==> config.mk <==
export PLATFORM = sky130hd
export DESIGN_NAME = fbdc_ctrl
export DESIGN_NICKNAME = d
export VERILOG_FILES = /design/src/include/fbdc_pkg.sv /design/src/fbdc_ctrl.sv
export SDC_FILE = /design/constraint.sdc
export NUM_CORES = 1
export LEC_CHECK = 0
export ABC_AREA = 1
export ABC_CLOCK_PERIOD_IN_PS = 2960
export BUFFER_PORTS_ARGS = -buffer_cell sky130_fd_sc_hd__buf_2
export CORE_MARGIN = 3
export CORE_UTILIZATION = 56
export CTS_CLUSTER_SIZE = 14
export DETAILED_ROUTE_END_ITERATION = 10
export PLACE_DENSITY = 0.78
export SLEW_MARGIN = 25
export SYNTH_ARGS = -nofsm -noshare
export SYNTH_HDL_FRONTEND = slang
export SYNTH_SLANG_ARGS = --single-unit
==> constraint.sdc <==
create_clock -name clk -period 2.96 [get_ports clk]
set_clock_uncertainty 0.15 [all_clocks]
set_input_delay 0.592 -clock clk [delete_from_list [all_inputs] [get_ports clk]]
set_output_delay 0.592 -clock clk [all_outputs]
set_load 0.02 [all_outputs]
==> src/include/fbdc_pkg.sv <==
package fbdc_pkg;

   // memory clock period and delays in ns, delay counts in whole periods
   localparam int MEMORY_CLOCK_PERIOD_NS = 4;
   localparam int T_RP_NS = 10;  // 2.5 periods
   localparam int RP_CYC = (T_RP_NS + MEMORY_CLOCK_PERIOD_NS - 1) / MEMORY_CLOCK_PERIOD_NS;
   localparam int T_RAS_NS = 14;  // 3.5 periods
   localparam int RAS_CYC = (T_RAS_NS + MEMORY_CLOCK_PERIOD_NS - 1) / MEMORY_CLOCK_PERIOD_NS;
   localparam logic [2:0] RP_LOAD = 3'(RP_CYC - 1);
   localparam logic [2:0] RAS_LOAD = 3'(RAS_CYC - 1);

   // refresh request interval in memory clock periods
   localparam int REFRESH_PERIODS = 776;
   localparam logic [9:0] REFRESH_LAST = 10'(REFRESH_PERIODS - 1);

   // reset values
   localparam logic [3:0] ALL_RAS_HIGH = 4'hF;
   localparam logic [3:0] ALL_CAS_HIGH = 4'hF;
   localparam logic [8:0] MA_RESET = 9'h000;
   localparam logic [31:0] MD_RESET = 32'h0000_0000;

   // pixel unit size
   typedef enum logic [1:0]
   {
      PIX_8 = 2'b00,
      PIX_16 = 2'b01,
      PIX_32 = 2'b10
   } fbdc_pix_t;

   // bank population strap
   typedef enum logic [1:0]
   {
      POP_1 = 2'b00,
      POP_2 = 2'b01,
      POP_4 = 2'b10
   } fbdc_pop_t;

   typedef enum logic [2:0]
   {
      S_IDLE = 3'b000,
      S_RAS = 3'b001,
      S_CAS = 3'b010,
      S_CP = 3'b011,
      S_PRE = 3'b100,
      S_REF_CAS = 3'b101,
      S_REF_RAS = 3'b110
   } fbdc_state_t;

   // pixel access request
   typedef struct packed
   {
      logic write;
      logic wpb;
      fbdc_pix_t size;
      logic [21:0] unit_addr;
      logic [31:0] wdata;
      logic [31:0] wpb_mask;
   } fbdc_req_t;

   // static configuration straps
   typedef struct packed
   {
      fbdc_pop_t pop;
      logic edo;
      logic dac64;
   } fbdc_cfg_t;

   // dram pin group
   typedef struct packed
   {
      logic [3:0] ras_n;
      logic [3:0] cas_n;
      logic we_n;
      logic oe_n;
      logic [8:0] ma_even;
      logic [8:0] ma_odd;
      logic [31:0] md_out;
      logic md_oe_n;
   } fbdc_dram_t;

endpackage

==> src/fbdc_ctrl.sv <==
// Summary of operation
// - random, random edo, random write, fast page, hyper page, late write, masked write, refresh.
// - rows and columns are 9 bits each for 256Kx16 parts with upper and lower column strobes.
// - pixel units of 8, 16 or 32 bits address the frame buffer uniformly.
// - an internal timer requests a refresh every 776 memory clock periods.
// - every refresh is a column-before-row strobe cycle.
// - one, two or four banks of 256Kx32 each are supported.
// - a 32-bit data bus and two 9-bit address buses serve up to four banks, interleaved two to one.
// - hyper page cycles run only for edo with 1 MB, or 2 and 4 MB with the 64-bit dac.
// - standard dram interleaves for 2 MB with 32-bit dac and 4 MB with 64-bit dac only.
// - page bursts to the 64-bit dac run back to back at two periods per word.
// - every strobe interval is a whole count of memory clock periods.
`timescale 1ns/1ps
`default_nettype none
module fbdc_ctrl
(
   // clock and reset
   input wire logic clk,
   input wire logic rst,
   // configuration straps
   input wire fbdc_pkg::fbdc_cfg_t cfg_strap,
   // pixel access port
   input wire logic req_valid,
   input wire fbdc_pkg::fbdc_req_t req,
   output logic req_ready,
   output logic [31:0] rdata,
   output logic rvalid,
   // dram pins
   output var fbdc_pkg::fbdc_dram_t dram,
   input wire logic [31:0] md_in
);
   import fbdc_pkg::*;

   fbdc_cfg_t strap_s1;
   fbdc_cfg_t strap_s2;
   fbdc_cfg_t cfg;
   logic hyper_en;
   logic interleave;
   logic [31:0] md_s1;
   logic [31:0] md_s2;
   logic [9:0] ref_cnt;
   logic ref_pend;
   logic ref_done;
   fbdc_state_t state;
   fbdc_state_t next_state;
   logic [2:0] cnt;
   logic [2:0] next_cnt;
   fbdc_req_t cur;
   logic pend;
   logic next_pend;
   logic take;
   logic page_hit;
   logic next_ready;
   logic [3:0] rd_pipe;
   fbdc_dram_t next_dram;
   logic [1:0] cur_bank;
   logic [8:0] cur_row;
   logic [8:0] cur_col;
   logic [3:0] cur_lanes;
   logic [1:0] req_bank;
   logic [8:0] req_row;
   logic [3:0] pop_mask;
   logic [23:0] req_map;

   // byte address from unit address and size, then bank, row and column split
   function automatic logic [23:0] fbdc_map(input fbdc_req_t r, input fbdc_cfg_t c,
                                            input logic il);
      logic [21:0] ba;
      logic [19:0] w;
      logic [1:0] bk;
      logic [8:0] row;
      logic [8:0] col;
      logic [3:0] ln;
      ba = r.unit_addr << r.size;
      w = ba[21:2];
      if (il)
      begin
         bk = {w[19], w[0]};
         col = w[9:1];
         row = w[18:10];
      end
      else
      begin
         bk = w[19:18];
         col = w[8:0];
         row = w[17:9];
      end
      if (c.pop == POP_1)
         bk = 2'b00;
      else if (c.pop == POP_2)
         bk[1] = 1'b0;
      case (r.size)
         PIX_8: ln = 4'h1 << ba[1:0];
         PIX_16: ln = ba[1] ? 4'hC : 4'h3;
         default: ln = 4'hF;
      endcase
      return {bk, row, col, ~ln};
   endfunction

   // straps and data pins pass two flops before use
   always_ff @(posedge clk)
   begin
      strap_s1 <= cfg_strap;
      strap_s2 <= strap_s1;
      md_s1 <= md_in;
      md_s2 <= md_s1;
   end

   // configuration follows the straps while reset is held, static afterwards
   always_ff @(posedge clk)
   begin
      if (rst)
         cfg <= strap_s2;
   end

   assign hyper_en = cfg.edo && (cfg.pop == POP_1 || cfg.dac64);
   assign interleave = cfg.edo ? (cfg.pop != POP_1 && cfg.dac64)
                     : ((cfg.pop == POP_2 && !cfg.dac64) || (cfg.pop == POP_4 && cfg.dac64));
   assign pop_mask = (cfg.pop == POP_1) ? 4'h1 : (cfg.pop == POP_2) ? 4'h3 : 4'hF;

   assign {cur_bank, cur_row, cur_col, cur_lanes} = fbdc_map(cur, cfg, interleave);
   assign req_map = fbdc_map(req, cfg, interleave);
   assign {req_bank, req_row} = req_map[23:13];
   assign take = req_valid && req_ready;
   // page stays open only for the same row and direction, and edo only when allowed
   assign page_hit = req_bank == cur_bank && req_row == cur_row && req.write == cur.write
                   && !req.wpb && (req.write || !cfg.edo || hyper_en);

   // refresh timer, needs no outside source
   always_ff @(posedge clk)
   begin
      if (rst)
         ref_cnt <= '0;
      else if (ref_cnt == REFRESH_LAST)
         ref_cnt <= '0;
      else
         ref_cnt <= ref_cnt + 10'h001;
   end

   // a new timer tick wins over the clear of the finishing refresh
   always_ff @(posedge clk)
   begin
      if (rst)
         ref_pend <= 1'b0;
      else if (ref_cnt == REFRESH_LAST)
         ref_pend <= 1'b1;
      else if (ref_done)
         ref_pend <= 1'b0;
   end

   // sequencer: each state is whole periods, half-period figures rounded up
   always_comb
   begin
      next_state = state;
      next_cnt = cnt;
      next_pend = pend;
      ref_done = 1'b0;
      next_dram = dram;
      next_dram.md_oe_n = 1'b1;
      next_dram.we_n = 1'b1;
      case (state)
         S_IDLE:
         begin
            if (ref_pend)
            begin
               next_dram.cas_n = 4'h0;
               next_state = S_REF_CAS;
               // a request taken in the same cycle waits behind the refresh
               next_pend = pend || take;
            end
            else if (pend || take)
            begin
               next_pend = 1'b0;
               next_state = S_RAS;
            end
         end
         S_RAS:
         begin
            // column address a full period ahead of the strobe
            if (cur_bank[0])
               next_dram.ma_odd = cur_col;
            else
               next_dram.ma_even = cur_col;
            next_dram.md_out = cur.wdata;
            next_dram.md_oe_n = !cur.write;
            next_state = S_CAS;
         end
         S_CAS:
         begin
            // lanes strobe with write data and write strobe standing
            next_dram.cas_n = cur_lanes;
            next_dram.we_n = !cur.write;
            next_dram.md_oe_n = !cur.write;
            next_state = S_CP;
         end
         S_CP:
         begin
            next_dram.cas_n = ALL_CAS_HIGH;
            if (take && page_hit)
            begin
               next_state = S_CAS;
               next_pend = 1'b0;
            end
            else
            begin
               // row stays low one more period so its width is met
               if (take)
                  next_pend = 1'b1;
               next_cnt = RP_LOAD + 3'h1;
               next_state = S_PRE;
            end
         end
         S_PRE:
         begin
            next_cnt = cnt - 3'h1;
            if (cnt == RP_LOAD + 3'h1)
            begin
               next_dram.ras_n = ALL_RAS_HIGH;
               next_dram.oe_n = 1'b1;
            end
            if (cnt == 3'h0)
               next_state = S_IDLE;
         end
         S_REF_CAS:
         begin
            next_dram.ras_n = ~pop_mask;
            next_cnt = RAS_LOAD;
            next_state = S_REF_RAS;
         end
         S_REF_RAS:
         begin
            next_cnt = cnt - 3'h1;
            if (cnt == 3'h0)
            begin
               ref_done = 1'b1;
               next_dram.ras_n = ALL_RAS_HIGH;
               next_dram.cas_n = ALL_CAS_HIGH;
               next_cnt = RP_LOAD;
               next_state = S_PRE;
            end
         end
         default:
            next_state = S_IDLE;
      endcase
      // row open: row on the bank's own bus, mask latched with the row strobe
      if (state == S_IDLE && next_state == S_RAS)
      begin
         next_dram.ras_n = ~(4'h1 << (pend ? cur_bank : req_bank));
         if ((pend ? cur_bank[0] : req_bank[0]))
            next_dram.ma_odd = pend ? cur_row : req_row;
         else
            next_dram.ma_even = pend ? cur_row : req_row;
         next_dram.we_n = !(pend ? cur.wpb : req.wpb);
         next_dram.md_out = pend ? cur.wpb_mask : req.wpb_mask;
         next_dram.md_oe_n = !(pend ? cur.wpb : req.wpb);
         next_dram.oe_n = pend ? cur.write : req.write;
      end
      next_ready = (next_state == S_IDLE || next_state == S_CP) && !ref_pend && !next_pend;
   end

   // page continuation re-enters the strobe through the precharge period
   always_ff @(posedge clk)
   begin
      if (rst)
      begin
         state <= S_IDLE;
         cnt <= 3'h0;
         pend <= 1'b0;
         req_ready <= 1'b0;
      end
      else
      begin
         state <= next_state;
         cnt <= next_cnt;
         pend <= next_pend;
         req_ready <= next_ready;
      end
   end

   // current request, loaded on every accepted handshake
   always_ff @(posedge clk)
   begin
      if (rst)
         cur <= '0;
      else if (take)
         cur <= req;
   end

   // dram pins come straight from flops
   always_ff @(posedge clk)
   begin
      if (rst)
      begin
         dram.ras_n <= ALL_RAS_HIGH;
         dram.cas_n <= ALL_CAS_HIGH;
         dram.we_n <= 1'b1;
         dram.oe_n <= 1'b1;
         dram.ma_even <= MA_RESET;
         dram.ma_odd <= MA_RESET;
         dram.md_out <= MD_RESET;
         dram.md_oe_n <= 1'b1;
      end
      else
      begin
         dram <= next_dram;
         // a page hit loads the next column during the precharge period
         if (state == S_CP && take && page_hit)
         begin
            if (req_bank[0])
               dram.ma_odd <= req_map[12:4];
            else
               dram.ma_even <= req_map[12:4];
            dram.md_out <= req.wdata;
         end
      end
   end

   // read data returns four periods after the strobe, through the pin synchroniser
   always_ff @(posedge clk)
   begin
      if (rst)
      begin
         rd_pipe <= 4'h0;
         rvalid <= 1'b0;
         rdata <= MD_RESET;
      end
      else
      begin
         rd_pipe <= {rd_pipe[2:0], state == S_CAS && !cur.write};
         rvalid <= rd_pipe[3];
         if (rd_pipe[3])
            rdata <= md_s2;
      end
   end

endmodule
`default_nettype wire

==> results of run 1 <==
==> state kept, by name, summed over array words and instances (netlist names), 10 cells and up <==
name / count
cur: 90
dram: 61
md_s1: 32
md_s2: 32
rdata: 32
ref_cnt: 10
==> where the power goes <==
part / internal [W] / leakage [nW] / total [W] / switching (W)
combinational: 0.00181 / 5.06 / 0.00529 / 0.00348
clock: 0.00222 / 0.469 / 0.00377 / 0.00155
sequential: 0.00450 / 2.34 / 0.00488 / 0.000379
==> worst max-delay path: cells and delay by family, from the launching register on <==
kind / cells / cell delay (ns)
and+or+nand+nor: 12 / 1.20
buffers and inverters: 2 / 0.49
DFF: 1 / 0.44
AOI/OAI and AO/OA: 2 / 0.36
==> stage by stage <==
stage	utilization, %	total power, W	area, sq um	std cells	TNS [ns]
finish	71.0	0.0139	16200	2572	0
floorplan	-	0.00850	13100	1993	0
CTS	70.7	0.0139	16100	2568	0
detailed placement	64.8	0.0101	14800	2481	-3.59
global route	71.0	0.0149	16200	2572	0
global placement	64.8	0.00998	14800	2481	-0.193
==> how the worst max path moves through the flow <==
stage                                       end        startpoint  depth (start not counted)  slack [ns]
after detailed placement  dram[19]$_SDFFE_PP0P_           req[86]                         17       -0.18
after CTS                   dram[44]$_SDFF_PP0_  cfg[3]$_DFFE_PP_                         14       0.003
after global placement    dram[19]$_SDFFE_PP0P_           req[86]                         17       -0.05
after floorplan           dram[10]$_SDFFE_PP0P_           req[86]                         17        0.43
final                       dram[39]$_SDFF_PP0_  cfg[3]$_DFFE_PP_                         16        0.19
after global routing        dram[44]$_SDFF_PP0_  cfg[3]$_DFFE_PP_                         16        0.01
==> final cells by class <==
| class | count | area [sq um] | share of cell area, % |
|---|---|---|---|
| diodes | 4 | 10.0 | 0.0619 |
| clock buffers | 40 | 787 | 4.87 |
| clock inverters | 11 | 184 | 1.14 |
| inverters | 130 | 494 | 3.06 |
| multi-input cells | 1462 | 6470 | 40.0 |
| flip-flops and latches | 283 | 5710 | 35.3 |
| well taps | 313 | 392 | 2.42 |
| repair buffers | 329 | 2130 | 13.2 |
==> routing by layer <==
metal / wire, um / global-route usage [%]
met5: 0 / 0
met4: 1330 / 10.5
met3: 2860 / 5.92
met2: 18600 / 51.5
met1: 17000 / 39.2
==> cell usage in the layout, fill, tap and decap left out, drive strengths merged <==
master / instances
a211oi: 11
a21oi: 110
a31oi: 4
and2: 1
buf: 293
bufinv: 4
clkbuf: 40
clkinv: 5
clkinvlp: 2
dfxtp: 279
diode: 4
dlygate4sd3: 36
edfxtp: 4
ha: 4
inv: 130
mux2i: 4
nand2: 580
nand3: 121
nand4: 38
nor2: 348
nor3: 7
nor3b: 3
nor4: 3
o211ai: 8
o21a: 1
o21ai: 208
o22ai: 2
o311ai: 2
or2: 4
xor2: 3
==> repair_timing <==
action / in CTS / in global routing
resized for setup: 1 / 15
pin swaps: 0 / 0
hold endpoints to repair: 36 / 0
buffers inserted: 0 / 0
hold buffers: 36 / 0
endpoints found under the setup margin: 23 / 19
==> logic make-up (layout without fill, tap and decap cells) <==
family,after synthesis,count (layout)
other,0,4
DFF,283,283
AOI/OAI and AO/OA,346,346
and+or+nand+nor,1105,1105
xor gates and xnor gates,3,3
adders and majority gates,4,4
muxes,4,4
buffers and inverters,248,510
==> report_table.html, run 1 <==
<table>
<tr><th>Metric</th><th>Value</th></tr>
<tr><th colspan="2">Run status</th></tr>
<tr><td>Run status</td><td>completed</td></tr>
<tr><th colspan="2">Global routing</th></tr>
<tr><td>Antenna violations before repair</td><td>4</td></tr>
<tr><td>Grt total ovfl</td><td>0</td></tr>
<tr><td>Pin count of the biggest net entering global routing</td><td>87</td></tr>
<tr><td>Number of global-route vias before repair</td><td>about 13000</td></tr>
<tr><td>Total Routing Usage GR</td><td>30.5%</td></tr>
<tr><td>First-pass GRT wire length</td><td>between 60 and 70 mm</td></tr>
<tr><th colspan="2">Critical path</th></tr>
<tr><td>Register-to-Register Path Depth</td><td>16</td></tr>
<tr><td>Largest fanout on the critical path</td><td>36</td></tr>
<tr><td>Worst path max stage delay</td><td>approximately 0.44 ns</td></tr>
<tr><td>Register-to-register setup slack</td><td>around 0.19 ns</td></tr>
<tr><td>Worst setup SP type</td><td>flip-flop</td></tr>
<tr><td>End of the worst register-to-register path</td><td>dram[39]$_SDFF_PP0_</td></tr>
<tr><td>Cell seen most often among critical-path stages</td><td>sky130_fd_sc_hd__nand2_1</td></tr>
<tr><td>Critical path capture point type</td><td>flip-flop</td></tr>
<tr><td>Type of the worst setup path</td><td>flip-flop to flip-flop</td></tr>
<tr><td>Data required, critical path</td><td>~3.3 ns</td></tr>
<tr><td>Slowest cell on the critical path</td><td>sky130_fd_sc_hd__edfxtp_1</td></tr>
<tr><td>Arrival time of data at the critical path endpoint</td><td>3.07 ns</td></tr>
<tr><td>Worst R2R Start</td><td>cfg[3]$_DFFE_PP_</td></tr>
<tr><td>List of cells traversed by the critical path</td><td>o21ai_1, nand2_1, nor2_2, buf_12, nand2_1, o21ai_0, nand2_1, nand2_1, nand2_1, nor2_2, nand4_4, buf_4, nor2_4, nand2_1, nand2_1, nor2_1</td></tr>
<tr><th colspan="2">Synthesis</th></tr>
<tr><td>Flops &amp; latches, synth</td><td>283</td></tr>
<tr><td>Avg Synthesized Cell Area</td><td>6.56 sq um</td></tr>
<tr><td>Compound-gate portion of the synthesized area</td><td>13.7%</td></tr>
<tr><td>Main combinational cell family by area after synthesis</td><td>simple AND/OR/NAND/NOR gates</td></tr>
<tr><td>Count leader, synth</td><td>sky130_fd_sc_hd__nand2_1</td></tr>
<tr><td>Proportion of synthesized chip area in sequential cells</td><td>43.6%</td></tr>
<tr><td>Cell area after synthesis</td><td>0.0131 sq mm</td></tr>
<tr><td>Synth top cells by count</td><td>580 x sky130_fd_sc_hd__nand2_1, 338 x sky130_fd_sc_hd__nor2_1, 279 x sky130_fd_sc_hd__dfxtp_1</td></tr>
<tr><td>Yosys warnings</td><td>0</td></tr>
<tr><td>Top cell type's share of synthesized area</td><td>42.7%</td></tr>
<tr><td>Post-synthesis net count</td><td>2126</td></tr>
<tr><td>Post-synthesis async set-or-reset flop share</td><td>0%</td></tr>
<tr><td>Number of synthesized flops with an enable pin</td><td>4</td></tr>
<tr><td>Yosys cell types</td><td>34</td></tr>
<tr><td>Cell types with the largest area share after synthesis</td><td>sky130_fd_sc_hd__dfxtp_1 43%, sky130_fd_sc_hd__nand2_1 17%, sky130_fd_sc_hd__nor2_1 9.7%</td></tr>
<tr><td>Post-synthesis adder-cell area fraction</td><td>0.383%</td></tr>
<tr><td>Largest area contributor in the netlist</td><td>sky130_fd_sc_hd__dfxtp_1</td></tr>
<tr><td>Gate count of the mapped netlist</td><td>1993</td></tr>
<tr><td>Post-Synth XOR/XNOR Area</td><td>0.201%</td></tr>
<tr><td>Share of synthesized cell area in and, or, nand and nor gates</td><td>about a third</td></tr>
<tr><td>Share of cell area taken by muxes after synthesis</td><td>0.306%</td></tr>
<tr><td>Commonest register cell after synthesis</td><td>sky130_fd_sc_hd__dfxtp_1</td></tr>
<tr><th colspan="2">Clock tree</th></tr>
<tr><td>Max Root-Sink Buffers</td><td>3</td></tr>
<tr><td>Maximum level of the CTS H-tree</td><td>1</td></tr>
<tr><td>Number of sinks handled by clock tree synthesis</td><td>around 280</td></tr>
<tr><td>Clock tree from TritonCTS</td><td>built</td></tr>
<tr><td>Total CTS buffers</td><td>29</td></tr>
<tr><td>Buffer cell driving the clock tree root</td><td>sky130_fd_sc_hd__clkbuf_16</td></tr>
<tr><td>Clock input transition at the sequential cells of the worst setup and hold paths</td><td>0.06 ns</td></tr>
<tr><td>Clock latency at the later pin of the worst-skew pair</td><td>approximately 0.56 ns</td></tr>
<tr><th colspan="2">Die</th></tr>
<tr><td>Starting Density</td><td>57.4%</td></tr>
<tr><td>Standard cell core area</td><td>between 0.02 and 0.025 sq mm</td></tr>
<tr><td>Overall die height</td><td>159 um</td></tr>
<tr><td>Width of the die</td><td>approximately 160 um</td></tr>
<tr><td>Number of cell rows</td><td>55</td></tr>
<tr><td>Number of top-level pins</td><td>224</td></tr>
<tr><td>Area of the die</td><td>0.0252 sq mm</td></tr>
<tr><th colspan="2">Detailed routing</th></tr>
<tr><td>1st-iter DRT viols</td><td>1166</td></tr>
<tr><td>Total number of vias</td><td>~14000</td></tr>
<tr><td>Detailed Route WL</td><td>39.8 mm</td></tr>
<tr><td>Number of detailed-route iterations in the first pass</td><td>6</td></tr>
<tr><td>Final antenna-violating net count</td><td>0</td></tr>
<tr><td>Routed wire per std cell</td><td>roughly 15 um</td></tr>
<tr><td>Post-route DRC</td><td>0</td></tr>
<tr><td>Number of vias per cell</td><td>5.32</td></tr>
<tr><th colspan="2">Timing</th></tr>
<tr><td>Tightest Pin Transition</td><td>slightly below 1 ns</td></tr>
<tr><td>RSZ-0062 raised after global routing</td><td>false</td></tr>
<tr><td>Period utilisation layout</td><td>between 90% and 100%</td></tr>
<tr><td>Hold Vio Cnt, Final</td><td>0</td></tr>
<tr><td>Final Setup Violations</td><td>0</td></tr>
<tr><td>Final Max Tran Viols</td><td>0</td></tr>
<tr><td>Minimum clock period</td><td>2.77 ns</td></tr>
<tr><td>Worst slew margin</td><td>34.4%</td></tr>
<tr><td>F_max</td><td>361 MHz</td></tr>
<tr><td>Final worst slack</td><td>0.189 ns</td></tr>
<tr><td>Worst hold margin</td><td>0.152 ns</td></tr>
<tr><th colspan="2">Placement</th></tr>
<tr><td>Final HPWL from detailed placement</td><td>approximately 26 mm</td></tr>
<tr><td>Final estimated routing congestion in global placement</td><td>0.927</td></tr>
<tr><td>Count of buffers from port buffering</td><td>223</td></tr>
<tr><td>Pre-CTS WS</td><td>-0.185 ns</td></tr>
<tr><th colspan="2">Final layout</th></tr>
<tr><td>Fill count</td><td>1950</td></tr>
<tr><td>Fraction of final layout cells sized beyond drive strength 1</td><td>16.4%</td></tr>
<tr><td>Layout Nets</td><td>roughly 2400</td></tr>
<tr><td>Post-synthesis to final-layout area growth</td><td>23.6%</td></tr>
<tr><th colspan="2">Min path</th></tr>
<tr><td>Source of the worst hold timing path</td><td>req[45]</td></tr>
<tr><td>Hold Path Depth</td><td>3</td></tr>
<tr><td>Hold-critical path endpoint</td><td>cur[45]$_SDFFE_PP0P_</td></tr>
<tr><td>Hold/Removal Path Class</td><td>input pin to flip-flop</td></tr>
<tr><th colspan="2">Power and ir drop</th></tr>
<tr><td>Leakage power of the design</td><td>7.87 nW</td></tr>
<tr><td>Pwr/cell area</td><td>about 860 mW/mm^2</td></tr>
<tr><td>Worst ir drop on vdd</td><td>~910 uV</td></tr>
<tr><th colspan="2">Run</th></tr>
<tr><td>Maximum Capacitance Violations</td><td>0</td></tr>
</table>
Note: power is estimated with default switching activity, not from simulation.
==> inputs of run 2 (changes only) <==
--- a/config.mk
+++ b/config.mk
@@ -5,7 +5,6 @@
 export SDC_FILE = /design/constraint.sdc
 export NUM_CORES = 1
 export LEC_CHECK = 0
-export ABC_AREA = 1
 export ABC_CLOCK_PERIOD_IN_PS = 2960
 export BUFFER_PORTS_ARGS = -buffer_cell sky130_fd_sc_hd__buf_2
 export CORE_MARGIN = 3
==> report_table.html, run 2 <==
<table>
<tr><th>Metric</th><th>Value</th></tr>
<tr><th colspan="2">Run status</th></tr>
<tr><td>Run status</td><td>finished, violations left (was completed)</td></tr>
<tr><td>Violations in the final reports</td><td>setup timing</td></tr>
<tr><th colspan="2">Critical path</th></tr>
<tr><td>WP buf/inv</td><td>3 (was 2)</td></tr>
<tr><td>Critical path capture point type</td><td>flip-flop (unchanged)</td></tr>
<tr><td>Worst R2R Start</td><td>cur[86]$_SDFFE_PP0P_ (was cfg[3]$_DFFE_PP_)</td></tr>
<tr><td>Largest fanout on the critical path</td><td>9 (was 36)</td></tr>
<tr><td>List of cells traversed by the critical path</td><td>buf_12, mux4_2, nor4_4, buf_4, a211oi_4, buf_12, mux2_2, mux2i_1, nor2_1, mux2_4 (was o21ai_1, nand2_1, nor2_2, buf_12, nand2_1, o21ai_0, nand2_1, nand2_1, nand2_1, nor2_2, nand4_4, buf_4, nor2_4, nand2_1, nand2_1, nor2_1)</td></tr>
<tr><td>Worst setup SP type</td><td>flip-flop (unchanged)</td></tr>
<tr><td>Register-to-Register Path Depth</td><td>10 (was 16)</td></tr>
<tr><td>Largest delay contributor family on the critical path</td><td>multiplexers (was simple AND/OR/NAND/NOR gates)</td></tr>
<tr><td>Arrival time of data at the critical path endpoint</td><td>3.24 ns (was 3.07 ns)</td></tr>
<tr><td>Worst path max stage delay</td><td>0.60 ns (was 0.44 ns)</td></tr>
<tr><td>Cell seen most often among critical-path stages</td><td>sky130_fd_sc_hd__buf_12 (was sky130_fd_sc_hd__nand2_1)</td></tr>
<tr><td>Data required, critical path</td><td>3.24 ns (was 3.26 ns)</td></tr>
<tr><td>Register-to-register setup slack</td><td>-0.007 ns (was 0.19 ns)</td></tr>
<tr><td>Slowest cell on the critical path</td><td>sky130_fd_sc_hd__mux4_2 (was sky130_fd_sc_hd__edfxtp_1)</td></tr>
<tr><td>Type of the worst setup path</td><td>flip-flop to flip-flop (unchanged)</td></tr>
<tr><td>End of the worst register-to-register path</td><td>dram[40]$_SDFF_PP0_ (was dram[39]$_SDFF_PP0_)</td></tr>
<tr><th colspan="2">Global routing</th></tr>
<tr><td>Total Routing Usage GR</td><td>27.7% (was 30.5%)</td></tr>
<tr><td>Antenna violations before repair</td><td>3 (was 4)</td></tr>
<tr><td>First-pass GRT wire length</td><td>55.1 mm (was 64.8 mm)</td></tr>
<tr><td>Grt total ovfl</td><td>0 (unchanged)</td></tr>
<tr><td>Pin count of the biggest net entering global routing</td><td>91 (was 87)</td></tr>
<tr><td>Number of global-route vias before repair</td><td>10644 (was 13039)</td></tr>
<tr><th colspan="2">Clock tree</th></tr>
<tr><td>Maximum level of the CTS H-tree</td><td>1 (unchanged)</td></tr>
<tr><td>Total CTS buffers</td><td>29 (unchanged)</td></tr>
<tr><td>Buffer cell driving the clock tree root</td><td>sky130_fd_sc_hd__clkbuf_16 (unchanged)</td></tr>
<tr><td>Max Root-Sink Buffers</td><td>3 (unchanged)</td></tr>
<tr><td>Clock latency at the later pin of the worst-skew pair</td><td>0.54 ns (was 0.56 ns)</td></tr>
<tr><td>Clock input transition at the sequential cells of the worst setup and hold paths</td><td>0.06 ns (about the same)</td></tr>
<tr><td>Number of sinks handled by clock tree synthesis</td><td>283 (unchanged)</td></tr>
<tr><td>Clock tree from TritonCTS</td><td>built (unchanged)</td></tr>
<tr><th colspan="2">Min path</th></tr>
<tr><td>Source of the worst hold timing path</td><td>md_in[21] (was req[45])</td></tr>
<tr><td>Hold Path Depth</td><td>1 (was 3)</td></tr>
<tr><td>Hold/Removal Path Class</td><td>input pin to flip-flop (unchanged)</td></tr>
<tr><td>Hold-critical path endpoint</td><td>md_s1[21]$_DFF_P_ (was cur[45]$_SDFFE_PP0P_)</td></tr>
<tr><th colspan="2">Timing</th></tr>
<tr><td>Final Max Tran Viols</td><td>0 (unchanged)</td></tr>
<tr><td>RSZ-0062 raised after global routing</td><td>true (was false)</td></tr>
<tr><td>Worst slew margin</td><td>32.3% (was 34.4%)</td></tr>
<tr><td>Hold Vio Cnt, Final</td><td>0 (unchanged)</td></tr>
<tr><td>Final worst slack</td><td>-0.00696 ns (was 0.189 ns)</td></tr>
<tr><td>Minimum clock period</td><td>2.97 ns (was 2.77 ns)</td></tr>
<tr><td>Tightest Pin Transition</td><td>1.02 ns (was 0.985 ns)</td></tr>
<tr><td>Period utilisation layout</td><td>100% (was 93.6%)</td></tr>
<tr><td>Final Setup Violations</td><td>1 (was 0)</td></tr>
<tr><td>Worst hold margin</td><td>0.0192 ns (was 0.152 ns)</td></tr>
<tr><td>F_max</td><td>337 MHz (was 361 MHz)</td></tr>
<tr><th colspan="2">Power and ir drop</th></tr>
<tr><td>Worst ir drop on vdd</td><td>599 uV (was 907 uV)</td></tr>
<tr><td>Pwr/cell area</td><td>678 mW/mm^2 (was 862 mW/mm^2)</td></tr>
<tr><td>Leakage power of the design</td><td>6.50 nW (was 7.87 nW)</td></tr>
<tr><td>Total power draw</td><td>0.0108 W (was 0.0139 W)</td></tr>
<tr><th colspan="2">Synthesis</th></tr>
<tr><td>Gate count of the mapped netlist</td><td>1333 (was 1993)</td></tr>
<tr><td>Top cell type's share of synthesized area</td><td>45.3% (was 42.7%)</td></tr>
<tr><td>Flops &amp; latches, synth</td><td>283 (unchanged)</td></tr>
<tr><td>Cell area after synthesis</td><td>0.0123 sq mm (was 0.0131 sq mm)</td></tr>
<tr><td>Avg Synthesized Cell Area</td><td>9.25 sq um (was 6.56 sq um)</td></tr>
<tr><td>Post-synthesis net count</td><td>1466 (was 2126)</td></tr>
<tr><td>Proportion of synthesized chip area in sequential cells</td><td>46.3% (was 43.6%)</td></tr>
<tr><td>Yosys warnings</td><td>0 (unchanged)</td></tr>
<tr><td>Commonest register cell after synthesis</td><td>sky130_fd_sc_hd__dfxtp_1 (unchanged)</td></tr>
<tr><td>Largest area contributor in the netlist</td><td>sky130_fd_sc_hd__dfxtp_1 (unchanged)</td></tr>
<tr><td>Count leader, synth</td><td>sky130_fd_sc_hd__dfxtp_1 (was sky130_fd_sc_hd__nand2_1)</td></tr>
<tr><td>Yosys cell types</td><td>71 (was 34)</td></tr>
<tr><td>Post-synthesis async set-or-reset flop share</td><td>0% (unchanged)</td></tr>
<tr><td>Synth top cells by count</td><td>279 x sky130_fd_sc_hd__dfxtp_1, 213 x sky130_fd_sc_hd__nand2_1, 126 x sky130_fd_sc_hd__a21oi_1 (was 580 x sky130_fd_sc_hd__nand2_1, 338 x sky130_fd_sc_hd__nor2_1, 279 x sky130_fd_sc_hd__dfxtp_1)</td></tr>
<tr><td>Number of synthesized flops with an enable pin</td><td>4 (unchanged)</td></tr>
<tr><td>Cell types with the largest area share after synthesis</td><td>sky130_fd_sc_hd__dfxtp_1 45%, sky130_fd_sc_hd__mux2i_1 9.1%, sky130_fd_sc_hd__nand2_1 6.5% (was sky130_fd_sc_hd__dfxtp_1 43%, sky130_fd_sc_hd__nand2_1 17%, sky130_fd_sc_hd__nor2_1 9.7%)</td></tr>
<tr><th colspan="2">Die</th></tr>
<tr><td>Number of top-level pins</td><td>224 (unchanged)</td></tr>
<tr><td>Starting Density</td><td>57.8% (was 57.4%)</td></tr>
<tr><td>Overall die height</td><td>154 um (was 159 um)</td></tr>
<tr><td>Width of the die</td><td>154 um (was 159 um)</td></tr>
<tr><td>Area of the die</td><td>0.0238 sq mm (was 0.0252 sq mm)</td></tr>
<tr><td>Number of cell rows</td><td>53 (was 55)</td></tr>
<tr><td>Standard cell core area</td><td>0.0214 sq mm (was 0.0228 sq mm)</td></tr>
<tr><th colspan="2">Detailed routing</th></tr>
<tr><td>Final antenna-violating net count</td><td>0 (unchanged)</td></tr>
<tr><td>Detailed Route WL</td><td>35.5 mm (was 39.8 mm)</td></tr>
<tr><td>Number of vias per cell</td><td>5.80 (was 5.32)</td></tr>
<tr><td>Routed wire per std cell</td><td>18.4 um (was 15.5 um)</td></tr>
<tr><td>Number of detailed-route iterations in the first pass</td><td>5 (was 6)</td></tr>
<tr><td>Post-route DRC</td><td>0 (unchanged)</td></tr>
<tr><td>1st-iter DRT viols</td><td>942 (was 1166)</td></tr>
<tr><td>Total number of vias</td><td>11186 (was 13673)</td></tr>
<tr><th colspan="2">Final layout</th></tr>
<tr><td>Post-synthesis to final-layout area growth</td><td>29.1% (was 23.6%)</td></tr>
<tr><td>Commonest non-fill, non-tap cells in the layout</td><td>275 x sky130_fd_sc_hd__dfxtp_1, 222 x sky130_fd_sc_hd__buf_2, 212 x sky130_fd_sc_hd__nand2_1, 126 x sky130_fd_sc_hd__a21oi_1, 118 x sky130_fd_sc_hd__nor2_1 (was 576 x sky130_fd_sc_hd__nand2_1, 335 x sky130_fd_sc_hd__nor2_1, 279 x sky130_fd_sc_hd__dfxtp_1, 223 x sky130_fd_sc_hd__buf_2, 194 x sky130_fd_sc_hd__o21ai_0)</td></tr>
<tr><td>Register containing the most flip-flops in the final layout</td><td>cur (unchanged)</td></tr>
<tr><td>Fraction of final layout cells sized beyond drive strength 1</td><td>28.9% (was 16.4%)</td></tr>
<tr><td>Layout Nets</td><td>1761 (was 2368)</td></tr>
<tr><td>Commonest non-fill, non-tap cell in the layout</td><td>sky130_fd_sc_hd__dfxtp_1 (was sky130_fd_sc_hd__nand2_1)</td></tr>
<tr><td>Registers with the highest flip-flop counts</td><td>cur x90, dram x61 (unchanged)</td></tr>
<tr><td>Number of flip-flops in the largest register</td><td>90 (unchanged)</td></tr>
<tr><th colspan="2">Placement</th></tr>
<tr><td>Final estimated routing congestion in global placement</td><td>0.905 (was 0.927)</td></tr>
<tr><td>Count of buffers from port buffering</td><td>223 (unchanged)</td></tr>
<tr><td>Final HPWL from detailed placement</td><td>22.7 mm (was 26.2 mm)</td></tr>
<tr><th colspan="2">Run</th></tr>
<tr><td>Maximum Capacitance Violations</td><td>0 (unchanged)</td></tr>
</table>
## run 2: changes by cell type after synthesis, moves of 17 or more
cell                       change
sky130_fd_sc_hd__nand2_1     -367
sky130_fd_sc_hd__inv_1       -113
sky130_fd_sc_hd__a211oi_1     +34
sky130_fd_sc_hd__nor3_1       +33
sky130_fd_sc_hd__mux2i_1     +108
sky130_fd_sc_hd__nand3_1      -65
sky130_fd_sc_hd__nor2_1      -220
sky130_fd_sc_hd__o21ai_0     -143
sky130_fd_sc_hd__buf_2        -19
sky130_fd_sc_hd__mux2_2       +17
sky130_fd_sc_hd__nand4_1      -34
sky130_fd_sc_hd__mux4_2       +30
## run 2: where the power goes
part,internal (W),leakage (nW),switching [W],total [W]
logic,0.000953,3.66,0.00141,0.00236
clock network,0.00254,0.508,0.00154,0.00409
registers,0.00415,2.33,0.000199,0.00435
## run 2: cells by family after synthesis
logic type / Yosys count / share of synthesized area, %
AOI/OAI and AO/OA: 266 / 13.1
xor gates and xnor gates: 21 / 1.49
adders and majority gates: 4 / 0.406
buffers and inverters: 111 / 3.96
DFF: 283 / 46.3
muxes: 169 / 17.5
and+or+nand+nor: 479 / 17.3
## run 2: worst max path at each step
| stage | from | end | slack (ns) | cells past startpoint |
|---|---|---|---|---|
| finish | cur[86]$_SDFFE_PP0P_ | dram[40]$_SDFF_PP0_ | -0.007 | 10 |
| global route | cur[86]$_SDFFE_PP0P_ | dram[41]$_SDFF_PP0_ | -0.05 | 10 |
| CTS | cur[86]$_SDFFE_PP0P_ | dram[29]$_SDFFE_PP0P_ | -0.02 | 8 |
| detailed placement | req[86] | dram[12]$_SDFFE_PP0P_ | -0.36 | 11 |
| global placement | req[86] | dram[44]$_SDFF_PP0_ | -0.29 | 11 |
| floorplan | req[86] | dram[44]$_SDFF_PP0_ | -0.004 | 9 |
## run 2: what timing repair did
| action | CTS | global route |
|---|---|---|
| endpoints found under the hold margin | 31 | 3 |
| pin swaps | 1 | 11 |
| gates cloned | 0 | 4 |
| hold buffers | 31 | 3 |
| setup buffers | 0 | 16 |
| endpoints found under the setup margin | 42 | 53 |
| gates resized for setup | 3 | 26 |
## run 2: through the flow
step / utilization, % / area [sq um] / cells / setup slack [ns] / TNS [ns]
after floorplan: - / 12300 / 1333 / -0.00358 / -0.00358
after global placement: 66.3 / 14200 / 1820 / -0.286 / -13.67
after detailed placement: 66.3 / 14200 / 1820 / -0.356 / -16.86
after CTS: 72.8 / 15500 / 1905 / -0.0209 / -0.0359
after global routing: 74.6 / 15900 / 1928 / -0.0549 / -0.617
final: 74.6 / 15900 / 1930 / -0.00696 / -0.00696
## run 2: final cells by class
type | count | area (sq um)
clock inverters | 17 | 305
multi-input cells | 939 | 6290
well taps | 275 | 344
repair buffers | 363 | 2450
clock buffers | 37 | 766
diodes | 4 | 10.0
inverters | 12 | 45.0
flip-flops and latches | 283 | 5710
fillers | 1494 | 5430
## run 2: routing by layer
metal / vias to the layer above / track usage, % / wire [um]
met5: - / 0 / 7
met2: 545 / 45.5 / 17000
met4: 2 / 6.69 / 812
li1: 5276 / - / -
met3: 69 / 5.06 / 3180
met1: 5294 / 38.1 / 14500
==> inputs of run 3 (changes only) <==
--- a/config.mk
+++ b/config.mk
@@ -7,11 +7,13 @@
 export LEC_CHECK = 0
 export ABC_CLOCK_PERIOD_IN_PS = 2960
 export BUFFER_PORTS_ARGS = -buffer_cell sky130_fd_sc_hd__buf_2
+export CELL_PAD_IN_SITES_DETAIL_PLACEMENT = 1
+export CELL_PAD_IN_SITES_GLOBAL_PLACEMENT = 1
 export CORE_MARGIN = 3
-export CORE_UTILIZATION = 56
+export CORE_UTILIZATION = 42
 export CTS_CLUSTER_SIZE = 14
 export DETAILED_ROUTE_END_ITERATION = 10
-export PLACE_DENSITY = 0.78
+export PLACE_DENSITY = 0.77
 export SLEW_MARGIN = 25
 export SYNTH_ARGS = -nofsm -noshare
 export SYNTH_HDL_FRONTEND = slang
==> report_table.html, run 3 (synthesized netlist as in run 2, its figures left out) <==
<table>
<tr><th>Metric</th><th>Value</th></tr>
<tr><th colspan="2">Detailed routing</th></tr>
<tr><td>Detailed Route WL</td><td>40.7 mm (was 35.5 mm)</td></tr>
<tr><td>Final antenna-violating net count</td><td>0 (unchanged)</td></tr>
<tr><td>Number of vias per cell</td><td>5.46 (was 5.80)</td></tr>
<tr><td>Total number of vias</td><td>11105 (was 11186)</td></tr>
<tr><td>Post-route DRC</td><td>0 (unchanged)</td></tr>
<tr><td>Routed wire per std cell</td><td>20.0 um (was 18.4 um)</td></tr>
<tr><td>Number of detailed-route iterations in the first pass</td><td>5 (unchanged)</td></tr>
<tr><td>1st-iter DRT viols</td><td>799 (was 942)</td></tr>
<tr><th colspan="2">Final layout</th></tr>
<tr><td>Number of flip-flops in the largest register</td><td>90 (unchanged)</td></tr>
<tr><td>Commonest non-fill, non-tap cell in the layout</td><td>sky130_fd_sc_hd__dfxtp_1 (unchanged)</td></tr>
<tr><td>Fraction of final layout cells sized beyond drive strength 1</td><td>28.5% (was 28.9%)</td></tr>
<tr><td>Post-synthesis to final-layout area growth</td><td>29.5% (was 29.1%)</td></tr>
<tr><td>Non-Filler Cell Area, Final</td><td>0.0160 sq mm (was 0.0159 sq mm)</td></tr>
<tr><td>Layout Nets</td><td>1759 (was 1761)</td></tr>
<tr><td>Register containing the most flip-flops in the final layout</td><td>cur (unchanged)</td></tr>
<tr><td>Share of the core filled with cells in the final layout</td><td>55.3% (was 74.6%)</td></tr>
<tr><td>Registers with the highest flip-flop counts</td><td>cur x90, dram x61 (unchanged)</td></tr>
<tr><td>Post-route non-filler standard cell count</td><td>2034 (was 1930)</td></tr>
<tr><td>Commonest non-fill, non-tap cells in the layout</td><td>275 x sky130_fd_sc_hd__dfxtp_1, 222 x sky130_fd_sc_hd__buf_2, 211 x sky130_fd_sc_hd__nand2_1, 124 x sky130_fd_sc_hd__a21oi_1, 118 x sky130_fd_sc_hd__nor2_1 (was 275 x sky130_fd_sc_hd__dfxtp_1, 222 x sky130_fd_sc_hd__buf_2, 212 x sky130_fd_sc_hd__nand2_1, 126 x sky130_fd_sc_hd__a21oi_1, 118 x sky130_fd_sc_hd__nor2_1)</td></tr>
<tr><th colspan="2">Critical path</th></tr>
<tr><td>Destination of the critical timing path</td><td>dram[45]$_SDFF_PP0_ (was dram[40]$_SDFF_PP0_)</td></tr>
<tr><td>Number of logic stages on the critical path including buffering</td><td>11 (was 10)</td></tr>
<tr><td>Register-to-register setup slack</td><td>0.002 ns (was -0.007 ns)</td></tr>
<tr><td>WP buf/inv</td><td>5 (was 3)</td></tr>
<tr><td>Critical path capture point type</td><td>flip-flop (unchanged)</td></tr>
<tr><td>Type of the worst setup path</td><td>flip-flop to flip-flop (unchanged)</td></tr>
<tr><td>Worst setup path start</td><td>cur[86]$_SDFFE_PP0P_ (unchanged)</td></tr>
<tr><td>Cell seen most often among critical-path stages</td><td>sky130_fd_sc_hd__buf_12 (unchanged)</td></tr>
<tr><td>Worst R2R Start</td><td>cur[86]$_SDFFE_PP0P_ (unchanged)</td></tr>
<tr><td>Slowest cell on the critical path</td><td>sky130_fd_sc_hd__mux4_2 (unchanged)</td></tr>
<tr><td>Largest fanout on the critical path</td><td>8 (was 9)</td></tr>
<tr><td>Register-to-Register Path Depth</td><td>11 (was 10)</td></tr>
<tr><td>List of cells traversed by the critical path</td><td>buf_12, mux4_2, xor2_1, a2111oi_2, nand4bb_1, buf_4, nor4_4, buf_6, buf_12, clkbuf_16, a211oi_1 (was buf_12, mux4_2, nor4_4, buf_4, a211oi_4, buf_12, mux2_2, mux2i_1, nor2_1, mux2_4)</td></tr>
<tr><td>Arrival time of data at the critical path endpoint</td><td>3.22 ns (was 3.24 ns)</td></tr>
<tr><td>Worst setup SP type</td><td>flip-flop (unchanged)</td></tr>
<tr><td>Largest delay contributor family on the critical path</td><td>buffers and inverters (was multiplexers)</td></tr>
<tr><td>Data required, critical path</td><td>3.23 ns (was 3.24 ns)</td></tr>
<tr><td>End of the worst register-to-register path</td><td>dram[45]$_SDFF_PP0_ (was dram[40]$_SDFF_PP0_)</td></tr>
<tr><td>Worst path max stage delay</td><td>0.54 ns (was 0.60 ns)</td></tr>
<tr><th colspan="2">Die</th></tr>
<tr><td>Starting Density</td><td>42.7% (was 57.8%)</td></tr>
<tr><td>Standard cell core area</td><td>0.0289 sq mm (was 0.0214 sq mm)</td></tr>
<tr><td>Area of the die</td><td>0.0315 sq mm (was 0.0238 sq mm)</td></tr>
<tr><td>Overall die height</td><td>177 um (was 154 um)</td></tr>
<tr><td>Width of the die</td><td>177 um (was 154 um)</td></tr>
<tr><td>Number of top-level pins</td><td>224 (unchanged)</td></tr>
<tr><td>Number of cell rows</td><td>62 (was 53)</td></tr>
<tr><th colspan="2">Global routing</th></tr>
<tr><td>Met1 usage</td><td>33.1% (was 38.1%)</td></tr>
<tr><td>Grt total ovfl</td><td>0 (unchanged)</td></tr>
<tr><td>Pin count of the biggest net entering global routing</td><td>91 (unchanged)</td></tr>
<tr><td>Total Routing Usage GR</td><td>24.5% (was 27.7%)</td></tr>
<tr><td>Met3 global-route usage</td><td>3.96% (was 5.06%)</td></tr>
<tr><td>Number of global-route vias before repair</td><td>11419 (was 10644)</td></tr>
<tr><td>First-pass GRT wire length</td><td>62.2 mm (was 55.1 mm)</td></tr>
<tr><td>Antenna violations before repair</td><td>5 (was 3)</td></tr>
<tr><td>Global route hottest layer</td><td>met2 (unchanged)</td></tr>
<tr><td>Met2 demand-to-capacity share in global routing</td><td>41.4% (was 45.5%)</td></tr>
<tr><th colspan="2">Power and ir drop</th></tr>
<tr><td>Pwr/cell area</td><td>664 mW/mm^2 (was 678 mW/mm^2)</td></tr>
<tr><td>Leakage power of the design</td><td>6.47 nW (was 6.50 nW)</td></tr>
<tr><td>Worst ir drop on vdd</td><td>430 uV (was 599 uV)</td></tr>
<tr><th colspan="2">Min path</th></tr>
<tr><td>Hold/Removal Path Class</td><td>input pin to flip-flop (unchanged)</td></tr>
<tr><td>Source of the worst hold timing path</td><td>req[20] (was md_in[21])</td></tr>
<tr><th colspan="2">Timing</th></tr>
<tr><td>Minimum clock period</td><td>2.96 ns (was 2.97 ns)</td></tr>
<tr><td>Final Max Tran Viols</td><td>0 (unchanged)</td></tr>
<tr><td>Final Setup Violations</td><td>0 (was 1)</td></tr>
<tr><td>Hold Vio Cnt, Final</td><td>0 (unchanged)</td></tr>
<tr><td>RSZ-0062 raised after global routing</td><td>true (unchanged)</td></tr>
<tr><td>F_max</td><td>338 MHz (was 337 MHz)</td></tr>
<tr><td>Period utilisation layout</td><td>99.9% (was 100%)</td></tr>
<tr><td>Tightest Pin Transition</td><td>1.02 ns (about the same)</td></tr>
<tr><td>Worst slew margin</td><td>31.8% (was 32.3%)</td></tr>
<tr><th colspan="2">Clock tree</th></tr>
<tr><td>Buffer cell driving the clock tree root</td><td>sky130_fd_sc_hd__clkbuf_16 (unchanged)</td></tr>
<tr><td>Clock input transition at the sequential cells of the worst setup and hold paths</td><td>0.07 ns (was 0.06 ns)</td></tr>
<tr><td>Clock latency at the later pin of the worst-skew pair</td><td>0.56 ns (was 0.54 ns)</td></tr>
<tr><td>Total CTS buffers</td><td>29 (unchanged)</td></tr>
<tr><td>Maximum level of the CTS H-tree</td><td>1 (unchanged)</td></tr>
<tr><td>Max Root-Sink Buffers</td><td>3 (unchanged)</td></tr>
<tr><td>Clock tree from TritonCTS</td><td>built (unchanged)</td></tr>
<tr><td>Number of sinks handled by clock tree synthesis</td><td>283 (unchanged)</td></tr>
<tr><th colspan="2">Run status</th></tr>
<tr><td>Run status</td><td>completed (was finished, violations left)</td></tr>
<tr><th colspan="2">Placement</th></tr>
<tr><td>Count of buffers from port buffering</td><td>223 (unchanged)</td></tr>
<tr><td>Final estimated routing congestion in global placement</td><td>0.831 (was 0.905)</td></tr>
<tr><td>Post-DP Area</td><td>0.0142 sq mm (about the same)</td></tr>
<tr><td>Cell Count Post-Placement</td><td>1925 (was 1820)</td></tr>
<tr><td>Final HPWL from detailed placement</td><td>26.3 mm (was 22.7 mm)</td></tr>
<tr><th colspan="2">Run</th></tr>
<tr><td>Maximum Capacitance Violations</td><td>0 (unchanged)</td></tr>
</table>
==> run 3: worst register-to-register path: cells and delay by family (launching register included) <==
kind | cells | cell delay (ns)
AO/OA/AOI/OAI | 2 | 0.43
buffers and inverters | 5 | 0.75
flip-flops | 1 | 0.37
XOR/XNOR | 1 | 0.23
AND/OR/NAND/NOR | 2 | 0.36
multiplexers | 1 | 0.54
==> run 3: through the flow <==
stage	setup TNS (ns)	power [W]	hold WS (ns)	setup WS [ns]
floorplan	-0.00358	0.00584	0.160	-0.00358
global placement	-16.17	0.00661	0.160	-0.358
detailed placement	-21.79	0.00670	0.163	-0.511
CTS	-0.00262	0.0106	0.106	-0.00188
global route	-0.772	0.0111	0.129	-0.0713
finish	0	0.0106	0.133	0.00170
==> run 3: how the worst min path moves through the flow <==
stage                                      end  slack, ns  depth (start not counted)
after floorplan               md_s2[0]$_DFF_P_       0.16                          0
after global placement       md_s2[31]$_DFF_P_       0.16                          0
after detailed placement     md_s2[30]$_DFF_P_       0.16                          0
after CTS                 cur[60]$_SDFFE_PP0P_       0.11                          3
after global routing      cur[27]$_SDFFE_PP0P_       0.13                          3
final                     cur[20]$_SDFFE_PP0P_       0.13                          3
==> run 3: final cells by class <==
cell class	instances	area, sq um
inverters	12	45.0
multi-input cells	940	6290
well taps	384	480
clock buffers	40	807
flip-flops and latches	283	5710
fillers	3330	12900
clock inverters	12	183
repair buffers	360	2450
diodes	3	7.51
==> run 3: where the power goes <==
group / switching (W) / total, W / internal [W] / leakage [nW]
sequential: 0.000198 / 0.00435 / 0.00415 / 2.33
clock: 0.00158 / 0.00384 / 0.00226 / 0.489
combinational: 0.00147 / 0.00242 / 0.000948 / 3.65
==> run 3: what timing repair did <==
| action | 4_1_cts | 5_1_grt |
|---|---|---|
| pin swaps | 2 | 10 |
| endpoints found under the setup margin | 48 | 54 |
| hold endpoints to repair | 36 | 0 |
| gates resized for setup | 7 | 28 |
| hold buffers | 36 | 0 |
| setup buffers | 2 | 11 |
| cloned | 0 | 5 |
==> run 3: routing by layer <==
layer  vias up  routed length [um]  part of all wire, %
li1       5270                   -                    -
met2       309               19500                   48
met3        56                2340                  5.8
met5         -                   7                0.017
met4         2                 724                  1.8
met1      5468               18100                   45
